## src/rst_seq_pkg.sv

```systemverilog
package rst_seq_pkg;

    // Clock and time-outs
    localparam int unsigned CLK_HZ           = 50_000_000;
    localparam int unsigned CLK_PER_MS       = CLK_HZ / 1000;
    localparam int unsigned CLK_PER_US       = CLK_HZ / 1_000_000;
    localparam int unsigned PWRUP_DELAY_MS   = 72;
    localparam int unsigned PWRUP_DELAY_CYC  = PWRUP_DELAY_MS * CLK_PER_MS;
    localparam int unsigned BOR_MIN_US       = 100;
    localparam int unsigned BOR_MIN_CYC      = BOR_MIN_US * CLK_PER_US;
    localparam int unsigned OSC_SETTLE_EDGES = 1024;

    // APB register map
    localparam int unsigned ADDR_W           = 8;
    localparam int unsigned DATA_W           = 32;
    localparam logic [7:0]  OFS_POWER_STATUS = 8'h00;
    localparam logic [7:0]  OFS_CONFIG       = 8'h04;
    localparam logic [7:0]  OFS_SEQ_STATUS   = 8'h08;

    // power_status_reg fields
    localparam int unsigned PS_BROWNOUT_BIT  = 0;
    localparam int unsigned PS_POWERON_BIT   = 1;
    localparam logic [1:0]  PS_RESET         = 2'h0;

    // Configuration register fields
    localparam int unsigned CFG_W            = 5;
    localparam int unsigned CFG_BOR_EN_BIT   = 0;
    localparam int unsigned CFG_LEVEL_BIT    = 1;
    localparam int unsigned CFG_PWRUP_N_BIT  = 2;
    localparam int unsigned CFG_OSC_LSB      = 3;
    localparam logic [4:0]  CFG_RESET        = 5'h1B;

    // Sequencer status fields
    localparam int unsigned SS_TIMEOUT_BIT   = 0;
    localparam int unsigned SS_PWRDOWN_BIT   = 1;
    localparam int unsigned SS_RESET_BIT     = 2;
    localparam int unsigned SS_HOLD_BIT      = 3;
    localparam int unsigned SS_BROWNOUT_BIT  = 4;

    // Restart addresses
    localparam int unsigned PC_W             = 13;
    localparam logic [12:0] RESET_VECTOR     = 13'h0000;
    localparam logic [12:0] IRQ_VECTOR       = 13'h0004;
    localparam logic [12:0] PC_STEP          = 13'h0001;

    typedef enum logic [1:0] {
        lowpower_crystal_mode       = 2'h0,
        crystal_mode                = 2'h1,
        highspeed_crystal_mode      = 2'h2,
        resistor_capacitor_osc_mode = 2'h3
    } osc_mode_t;

endpackage

```

## src/delay_counter.sv

```systemverilog
`timescale 1ns/1ps
module delay_counter
    import rst_seq_pkg::*;
#(
    parameter int unsigned COUNT = 1024
) (
    input  wire logic clk_sys_i,
    input  wire logic nrst_i,
    input  wire logic run_i,
    input  wire logic tick_i,
    output logic      done_o
);

    localparam int unsigned W = $clog2(COUNT + 1);

    if (COUNT < 1) begin : g_chk
        $error("delay_counter: COUNT must be at least 1");
    end

    typedef struct packed {
        logic [W-1:0] cnt;
        logic         done;
    } cnt_state_t;

    cnt_state_t cur;
    cnt_state_t next_cur;

    // Count ticks while running; dropping run restarts from zero
    always_comb begin
        next_cur = cur;
        if (!run_i) begin
            next_cur.cnt  = '0;
            next_cur.done = 1'b0;
        end else if (tick_i && !cur.done) begin
            next_cur.cnt  = cur.cnt + 1'b1;
            next_cur.done = (next_cur.cnt == W'(COUNT));
        end
    end

    always_ff @(posedge clk_sys_i) begin
        if (!nrst_i) begin
            cur <= '0;
        end else begin
            cur <= next_cur;
        end
    end

    assign done_o = cur.done;

endmodule

```

## src/brownout_filter.sv

```systemverilog
`timescale 1ns/1ps
module brownout_filter
    import rst_seq_pkg::*;
#(
    parameter int unsigned MIN_CYC = BOR_MIN_CYC
) (
    input  wire logic clk_sys_i,
    input  wire logic nrst_i,
    input  wire logic enable_i,
    input  wire logic below_i,
    output logic      trip_o
);

    localparam int unsigned W = $clog2(MIN_CYC + 1);

    if (MIN_CYC < 1) begin : g_chk
        $error("brownout_filter: MIN_CYC must be at least 1");
    end

    typedef struct packed {
        logic [W-1:0] cnt;
        logic         trip;
    } filt_state_t;

    filt_state_t cur;
    filt_state_t next_cur;

    // Trip only after the dip outlasts the minimum; release on recovery
    always_comb begin
        next_cur = cur;
        if (!enable_i || !below_i) begin
            next_cur.cnt  = '0;
            next_cur.trip = 1'b0;
        end else if (cur.cnt == W'(MIN_CYC)) begin
            next_cur.trip = 1'b1;
        end else begin
            next_cur.cnt = cur.cnt + 1'b1;
        end
    end

    always_ff @(posedge clk_sys_i) begin
        if (!nrst_i) begin
            cur <= '0;
        end else begin
            cur <= next_cur;
        end
    end

    assign trip_o = cur.trip;

endmodule

```

## src/reset_timeout_sequencer.sv

```systemverilog
// Design decisions made here: the APB interface to the registers and the register addresses.
`timescale 1ns/1ps
module reset_timeout_sequencer
    import rst_seq_pkg::*;
#(
    parameter int unsigned PWRUP_CYC    = PWRUP_DELAY_CYC,
    parameter int unsigned BOR_CYC      = BOR_MIN_CYC,
    parameter int unsigned SETTLE_EDGES = OSC_SETTLE_EDGES
) (
    input  wire logic              clk_sys_i,
    input  wire logic              nrst_i,
    input  wire logic              psel_i,
    input  wire logic              penable_i,
    input  wire logic              pwrite_i,
    input  wire logic [ADDR_W-1:0] paddr_i,
    input  wire logic [DATA_W-1:0] pwdata_i,
    output logic      [DATA_W-1:0] prdata_o,
    output logic                   pready_o,
    output logic                   pslverr_o,
    input  wire logic              por_i,
    input  wire logic              below_4v0_i,
    input  wire logic              below_2v5_i,
    input  wire logic              master_clear_n_i,
    input  wire logic              osc_clk_i,
    input  wire logic              watchdog_reset_i,
    input  wire logic              watchdog_wake_i,
    input  wire logic              irq_wake_i,
    input  wire logic              sleeping_i,
    input  wire logic              global_irq_enable_i,
    input  wire logic [PC_W-1:0]   pc_i,
    output logic                   core_reset_o,
    output logic                   core_hold_o,
    output logic                   restart_load_o,
    output logic      [PC_W-1:0]   restart_addr_o,
    output logic                   timeout_flag_n_o,
    output logic                   powerdown_flag_n_o
);

    if (PWRUP_CYC < 1 || BOR_CYC < 1 || SETTLE_EDGES < 1) begin : g_chk
        $error("reset_timeout_sequencer: counts must be at least 1");
    end

    typedef enum logic [1:0] {
        ST_SUPPLY,
        ST_PWRUP,
        ST_SETTLE,
        ST_RUN
    } seq_state_t;

    typedef struct packed {
        seq_state_t        st;
        logic              por_cause;
        logic              wake;
        logic              wake_vec;
        logic              master_clear_n_q;
        logic              osc_q;
        logic [1:0]        pstat;
        logic [CFG_W-1:0]  cfg;
        logic              timeout_flag_n;
        logic              powerdown_flag_n;
        logic              core_reset;
        logic              core_hold;
        logic              restart_load;
        logic [PC_W-1:0]   restart_addr;
        logic [DATA_W-1:0] prdata;
        logic              pready;
        logic              pslverr;
    } seq_regs_t;

    localparam seq_regs_t REGS_RESET = '{
        st:               ST_SUPPLY,
        por_cause:        1'b1,
        wake:             1'b0,
        wake_vec:         1'b0,
        master_clear_n_q:           1'b1,
        osc_q:            1'b0,
        pstat:            PS_RESET,
        cfg:              CFG_RESET,
        timeout_flag_n:   1'b1,
        powerdown_flag_n: 1'b1,
        core_reset:       1'b1,
        core_hold:        1'b1,
        restart_load:     1'b0,
        restart_addr:     RESET_VECTOR,
        prdata:           '0,
        pready:           1'b0,
        pslverr:          1'b0
    };

    seq_regs_t cur;
    seq_regs_t next_cur;

    logic      bor_en;
    logic      below;
    logic      crystal;
    logic      bor_trip;
    logic      pwrup_done;
    logic      settle_done;
    logic      osc_edge;

    assign bor_en   = cur.cfg[CFG_BOR_EN_BIT];
    assign below    = cur.cfg[CFG_LEVEL_BIT] ? below_4v0_i : below_2v5_i;
    assign crystal  = osc_mode_t'(cur.cfg[CFG_OSC_LSB +: 2]) != resistor_capacitor_osc_mode;
    assign osc_edge = osc_clk_i && !cur.osc_q;

    brownout_filter #(
        .MIN_CYC (BOR_CYC)
    ) u_bor_filter (
        .clk_sys_i (clk_sys_i),
        .nrst_i    (nrst_i),
        .enable_i  (bor_en),
        .below_i   (below),
        .trip_o    (bor_trip)
    );

    // Power-up delay timer, restarted whenever its state is left
    delay_counter #(
        .COUNT (PWRUP_CYC)
    ) u_power_up_delay_timer (
        .clk_sys_i (clk_sys_i),
        .nrst_i    (nrst_i),
        .run_i     (cur.st == ST_PWRUP),
        .tick_i    (1'b1),
        .done_o    (pwrup_done)
    );

    delay_counter #(
        .COUNT (SETTLE_EDGES)
    ) u_oscillator_settle_timer (
        .clk_sys_i (clk_sys_i),
        .nrst_i    (nrst_i),
        .run_i     (cur.st == ST_SETTLE),
        .tick_i    (osc_edge),
        .done_o    (settle_done)
    );

    always_comb begin
        next_cur              = cur;
        next_cur.master_clear_n_q       = master_clear_n_i;
        next_cur.osc_q        = osc_clk_i;
        next_cur.restart_load = 1'b0;
        next_cur.pready       = 1'b0;
        next_cur.pslverr      = 1'b0;

        // APB setup: decode and prepare the answer for the access phase
        if (psel_i && !penable_i) begin
            next_cur.pready = 1'b1;
            next_cur.prdata = '0;
            case (paddr_i)
                OFS_POWER_STATUS: begin
                    next_cur.prdata[1:0] = cur.pstat;
                end
                OFS_CONFIG: begin
                    next_cur.prdata[CFG_W-1:0] = cur.cfg;
                end
                OFS_SEQ_STATUS: begin
                    next_cur.prdata[SS_TIMEOUT_BIT]  = cur.timeout_flag_n;
                    next_cur.prdata[SS_PWRDOWN_BIT]  = cur.powerdown_flag_n;
                    next_cur.prdata[SS_RESET_BIT]    = cur.core_reset;
                    next_cur.prdata[SS_HOLD_BIT]     = cur.core_hold;
                    next_cur.prdata[SS_BROWNOUT_BIT] = bor_trip;
                end
                default: begin
                    next_cur.pslverr = 1'b1;
                end
            endcase
        end

        // APB access: write takes effect on the completing edge
        if (psel_i && penable_i && cur.pready && pwrite_i && !cur.pslverr) begin
            case (paddr_i)
                OFS_POWER_STATUS: begin
                    next_cur.pstat = pwdata_i[1:0];
                end
                OFS_CONFIG: begin
                    next_cur.cfg = pwdata_i[CFG_W-1:0];
                end
                default: begin
                    next_cur.cfg = cur.cfg;
                end
            endcase
        end

        // Hardware events are applied last so they win over a software write
        if (por_i) begin
            next_cur.st                    = ST_SUPPLY;
            next_cur.por_cause             = 1'b1;
            next_cur.wake                  = 1'b0;
            next_cur.pstat[PS_POWERON_BIT] = 1'b0;
            if (bor_en) begin
                next_cur.pstat[PS_BROWNOUT_BIT] = 1'b1;
            end
            // Brown-out status left as it was when detection is off
            next_cur.timeout_flag_n   = 1'b1;
            next_cur.powerdown_flag_n = 1'b1;
        end else if (bor_trip) begin
            next_cur.st                     = ST_SUPPLY;
            next_cur.wake                   = 1'b0;
            next_cur.pstat[PS_BROWNOUT_BIT] = 1'b0;
            next_cur.timeout_flag_n         = 1'b1;
            next_cur.powerdown_flag_n       = 1'b1;
        end else begin
            case (cur.st)
                ST_SUPPLY: begin
                    if (!(bor_en && below)) begin
                        if (!cur.cfg[CFG_PWRUP_N_BIT]) begin
                            next_cur.st = ST_PWRUP;
                        end else if (crystal && cur.por_cause) begin
                            next_cur.st = ST_SETTLE;
                        end else begin
                            next_cur.st = ST_RUN;
                        end
                    end
                end
                ST_PWRUP: begin
                    if (pwrup_done) begin
                        if (crystal && cur.por_cause) begin
                            next_cur.st = ST_SETTLE;
                        end else begin
                            next_cur.st = ST_RUN;
                        end
                    end
                end
                ST_SETTLE: begin
                    if (cur.wake && !master_clear_n_i) begin
                        next_cur.st               = ST_RUN;
                        next_cur.wake             = 1'b0;
                        next_cur.timeout_flag_n   = 1'b1;
                        next_cur.powerdown_flag_n = 1'b0;
                    end else if (settle_done) begin
                        next_cur.st = ST_RUN;
                        if (cur.wake) begin
                            next_cur.wake         = 1'b0;
                            next_cur.restart_load = 1'b1;
                            next_cur.restart_addr = cur.wake_vec ? IRQ_VECTOR
                                                                 : pc_i + PC_STEP;
                        end
                    end
                end
                ST_RUN: begin
                    next_cur.por_cause = 1'b0;
                    if (sleeping_i && (watchdog_wake_i || irq_wake_i)) begin
                        next_cur.timeout_flag_n   = !watchdog_wake_i;
                        next_cur.powerdown_flag_n = 1'b0;
                        next_cur.wake_vec = !watchdog_wake_i && global_irq_enable_i;
                        if (crystal) begin
                            next_cur.st   = ST_SETTLE;
                            next_cur.wake = 1'b1;
                        end else begin
                            next_cur.restart_load = 1'b1;
                            next_cur.restart_addr = next_cur.wake_vec ? IRQ_VECTOR
                                                                      : pc_i + PC_STEP;
                        end
                    end else if (watchdog_reset_i && !sleeping_i) begin
                        next_cur.timeout_flag_n   = 1'b0;
                        next_cur.powerdown_flag_n = 1'b1;
                    end else if (cur.master_clear_n_q && !master_clear_n_i && sleeping_i) begin
                        next_cur.timeout_flag_n   = 1'b1;
                        next_cur.powerdown_flag_n = 1'b0;
                    end
                    // Master clear while awake leaves both flags as they are
                end
                default: begin
                    next_cur.st = ST_SUPPLY;
                end
            endcase
        end

        // One internal reset; watchdog reset drives core_reset_o like the other sources
        next_cur.core_reset = por_i || bor_trip || !master_clear_n_i || watchdog_reset_i
                              || (next_cur.st != ST_RUN && !next_cur.wake);
        next_cur.core_hold  = next_cur.core_reset || next_cur.wake;

        // Leaving a true reset always restarts at the reset vector
        if (cur.core_reset && !next_cur.core_reset) begin
            next_cur.restart_load = 1'b1;
            next_cur.restart_addr = RESET_VECTOR;
        end
    end

    always_ff @(posedge clk_sys_i) begin
        if (!nrst_i) begin
            cur <= REGS_RESET;
        end else begin
            cur <= next_cur;
        end
    end

    assign prdata_o           = cur.prdata;
    assign pready_o           = cur.pready;
    assign pslverr_o          = cur.pslverr;
    assign core_reset_o       = cur.core_reset;
    assign core_hold_o        = cur.core_hold;
    assign restart_load_o     = cur.restart_load;
    assign restart_addr_o     = cur.restart_addr;
    assign timeout_flag_n_o   = cur.timeout_flag_n;
    assign powerdown_flag_n_o = cur.powerdown_flag_n;

endmodule

```

## config.mk

```make
export PLATFORM = sky130hd
export DESIGN_NAME = reset_timeout_sequencer
export DESIGN_NICKNAME = d
export VERILOG_FILES = /design/src/rst_seq_pkg.sv /design/src/delay_counter.sv /design/src/brownout_filter.sv /design/src/reset_timeout_sequencer.sv
export SDC_FILE = /design/constraint.sdc
export NUM_CORES = 1
export LEC_CHECK = 0
export ABC_AREA = 1
export BUFFER_PORTS_ARGS = -buffer_cell sky130_fd_sc_hd__buf_4
export CAP_MARGIN = 20
export CELL_PAD_IN_SITES_DETAIL_PLACEMENT = 1
export CELL_PAD_IN_SITES_GLOBAL_PLACEMENT = 1
export CORE_MARGIN = 10
export CORE_UTILIZATION = 38
export CTS_CLUSTER_SIZE = 8
export DETAILED_ROUTE_END_ITERATION = 10
export GPL_ROUTABILITY_DRIVEN = 0
export GPL_TIMING_DRIVEN = 1
export PLACE_DENSITY = 0.85
export REMOVE_ABC_BUFFERS = 1
export SETUP_SLACK_MARGIN = 0.02
export SLEW_MARGIN = 20
export SYNTH_ARGS = -nofsm -noshare
export SYNTH_HDL_FRONTEND = slang
export SYNTH_SLANG_ARGS = --single-unit
```

## constraint.sdc

```tcl
create_clock -name clk_sys_i -period 1.9 [get_ports clk_sys_i]
set_clock_uncertainty 0.1 [all_clocks]
set_input_delay 0.285 -clock clk_sys_i [delete_from_list [all_inputs] [get_ports clk_sys_i]]
set_output_delay 0.285 -clock clk_sys_i [all_outputs]
set_load 0.1 [all_outputs]
```

==> reports/qor.csv <==
stage;metric;value;unit
floorplanning;start_util;38.5;%
finish;layout.cells.non_filler;1038;
clock_tree;root_buffer;clkbuf_16;
global_route;first_global_vias;5124;
power_and_ir_drop;p_per_area;634;mW/mm2
global_route;track_usage;15.8;%
timing;fin_ws;-0.00263;ns
synth;yosys_warnings;0;
placement;io_buffers;65;
synth;ys.flop_type;dfxtp_1;
synth;synth_seq_cells;88;
finish;antenna_cells;0;
global_route;grt_max_degree;30;
synth;postSynthCellCount;770;
clock_tree;cts.clk_slew.worst_paths;0.06;ns
timing;fmax;0.526;GHz
route;routed_wl;15.4;mm
timing;worstMarginPinSlew;0.516;ns
finish;final_area;0.00633;mm2
setup_path;critPathKind;reg -> reg;
min_path;hp-class;in -> reg;
clock_tree;cts_sinks;88;
timing;hold_violations;0;
global_route;grt.overflow.total;0;
finish;nets;932;
timing;rsz0062_at_grt;true;
route;drc_errors;0;
clock_tree;ctsLongestPathBuffers;2;
clock_tree;postCtsHoldBufs;0;
floorplanning;boundaryPins;120;
finish;fillCellCount;1771;
floorplanning;core_area;0.0131;mm2
synth;synth_edf_count;0;
floorplanning;dieArea;0.0183;mm2
synth;synthDistinctLibCells;42;
timing;relSlewSlack;65.6;%
finish;drive_above_1_share;23.7;%
status;status;finished with violations;
setup_path;cp-start-kind;flop;
clock_tree;cts_buffers;9;
clock_tree;clk_latency;0.35;ns
setup_path;cp-end-kind;flop;
synth;async_reset_ff_share;0;%
timing;final-setup-viol-count;1;
run;drv_cap;0;
floorplanning;rows;42;
timing;finalCritPeriodShare;100;%
floorplanning;die_w;135;um
finish;fin_util;48.2;%
power_and_ir_drop;leakagePower;2.81;nW
route;wl_per_cell;14.8;um
finish;area_delta_synth_final;25.2;%
route;vias;5111;
synth;yosysSeqAreaShare;34.8;%
placement;dp_cells;1015;
floorplanning;die_h;135;um
route;final_antenna_net_count;0;
clock_tree;h-tree-depth;3;
status;violations;setup timing;
power_and_ir_drop;peakVddDrop;469;uV
route;drtPass1Iterations;4;
timing;period_minus_slack;1.90;ns
setup_path;cp.required;2.09;ns
global_route;grt_pass1_wl;23.8;mm
placement;place_area;0.00574;mm2
placement;dp_slack;-0.00704;ns
setup_path;cp_max_fo;3;
setup_path;worstPathArrival;2.09;ns
route;drtIter0Drc;209;
global_route;antenna_found_initial;0;
setup_path;rrSetupSlack;-0.003;ns
timing;hold_ws;0.0313;ns
synth;synth_area;0.00506;mm2
route;viasPerCell;4.92;
clock_tree;cts_tree;built;
synth;avgSynthCellArea;6.57;um2
timing;drv_slew;0;
placement;post-dp-hpwl;11.0;mm
==> placed cells by master, fill, tap and decap left out, types with 11 or more instances in the layout <==
master	synthesis	layout
conb_1	1	27
nand3_1	50	42
nand4_1	15	15
buf_4	45	106
dfxtp_1	88	70
nor2_2	4	13
nand2_2	1	11
o21ai_0	41	40
o211ai_1	12	12
nor3_1	15	13
xor2_1	18	17
nor2_1	94	81
dfxtp_2	0	14
nand2_1	170	157
inv_1	111	108
a21oi_1	42	40
==> timing repair <==
action / 4_1_cts / 5_1_grt
pin swaps: 0 / 23
gates cloned: 0 / 1
endpoints found under the hold margin: 0 / 0
gates resized for setup: 2 / 84
setup buffers: 0 / 8
setup endpoints to repair: 2 / 17
==> where the power goes <==
part	switching (mW)	total, mW	internal (mW)
Combinational	0.418	0.536	0.117
Sequential	0.0131	1.87	1.86
Clock	0.742	1.61	0.867
Total	1.17	4.01	2.84
==> synth_stat cells, types with 2 or more instances <==
library cell    n  area [um2]
inv_1         111         417
or2_2           3        18.8
clkbuf_1       11        41.3
nor2_4          2        22.5
nand2_1       170         638
nand3_1        50         250
buf_2           2        10.0
buf_4          45         338
xor2_1         18         158
inv_2           3        11.3
ha_1            5        62.6
o211ai_1       12        90.1
and2_1          3        18.8
o21ai_1         7        35.0
o21bai_1        4        30.0
a21oi_1        42         210
xnor2_1         2        17.5
nor2_1         94         353
nor3_1         15        75.1
nor2_2          4        25.0
or2_1           2        12.5
a211oi_1        2        15.0
nand3_2         2        20.0
nand4_1        15        93.8
o21ai_0        41         205
nand3b_1        2        15.0
dfxtp_1        88        1760
==> per-stage QoR <==
stage	TNS, ns	power (mW)
6_report	-0.00263	4.01
5_1_grt	-0.132	4.17
4_1_cts	0	4.06
3_5_place_dp	-0.00770	2.44
3_3_place_gp	0	2.43
2_1_floorplan	-1.03	2.29
==> sequential cells by signal (all words and copies together) (netlist names), 5 cells and up <==
signal and count:
prdata_o 5, cur 13, restart_addr_o 13, u_bor_filter.cur 13, u_oscillator_settle_timer.cur 11, u_power_up_delay_timer.cur 22
==> worst max-delay path: stages (launching register included) <==
cell	delay, ns
dfxtp_4	0.36
buf_6	0.11
nand2_4	0.05
nor2_4	0.19
buf_6	0.13
nand3_2	0.10
nand2_1	0.09
nand2_1	0.08
nor2_2	0.15
nand3_2	0.12
nor2_1	0.14
nand2_1	0.08
a21oi_2	0.13
==> area by class of cell <==
| class | instances | area (um2) | share of cell area [%] |
|---|---|---|---|
| inverters | 114 | 430 | 6.80 |
| clock inverters | 4 | 23.8 | 0.375 |
| repair buffers | 110 | 841 | 13.3 |
| flip-flops and latches | 88 | 1790 | 28.3 |
| clock buffers | 10 | 229 | 3.62 |
| multi-input cells | 536 | 2790 | 44.1 |
| well taps | 176 | 220 | 3.48 |
==> worst paths after layout <==
kind                                                   start                                       end  cells after the start
hold reg to reg                     prdata_o[1]$_SDFFE_PN0P_                  prdata_o[1]$_SDFFE_PN0P_                      2
setup reg to reg  u_power_up_delay_timer.cur[2]$_SDFFE_PN0N_  u_power_up_delay_timer.done_o$_SDFF_PN0_                     12
setup / recovery  u_power_up_delay_timer.cur[2]$_SDFFE_PN0N_  u_power_up_delay_timer.done_o$_SDFF_PN0_                     12
hold / removal                                     osc_clk_i                        cur[59]$_SDFF_PN0_                      3
==> kinds of logic (layout without fill, tap and decap cells) <==
| kind of cell | Yosys count | count (layout) | synth area share, % |
|---|---|---|---|
| AND/OR/NAND/NOR | 367 | 368 | 31.2 |
| AO/OA/AOI/OAI | 116 | 116 | 12.8 |
| buffers and inverters | 173 | 238 | 16.4 |
| adder cells (fa/ha/maj) | 5 | 5 | 1.24 |
| XOR/XNOR | 20 | 20 | 3.46 |
| other | 1 | 27 | 0.0741 |
| flip-flops | 88 | 88 | 34.8 |
==> layer usage <==
layer  global-route usage, %  share of wire (%)  vias to the layer above
met5                       0                  0                        -
met4                    5.32                1.7                        0
met3                    4.27                3.7                       22
met2                    28.3                 53                       79
met1                    17.6                 42                     2452
li1                        -                  -                     2558
No activity file was read; power rests on OpenSTA's default activity.
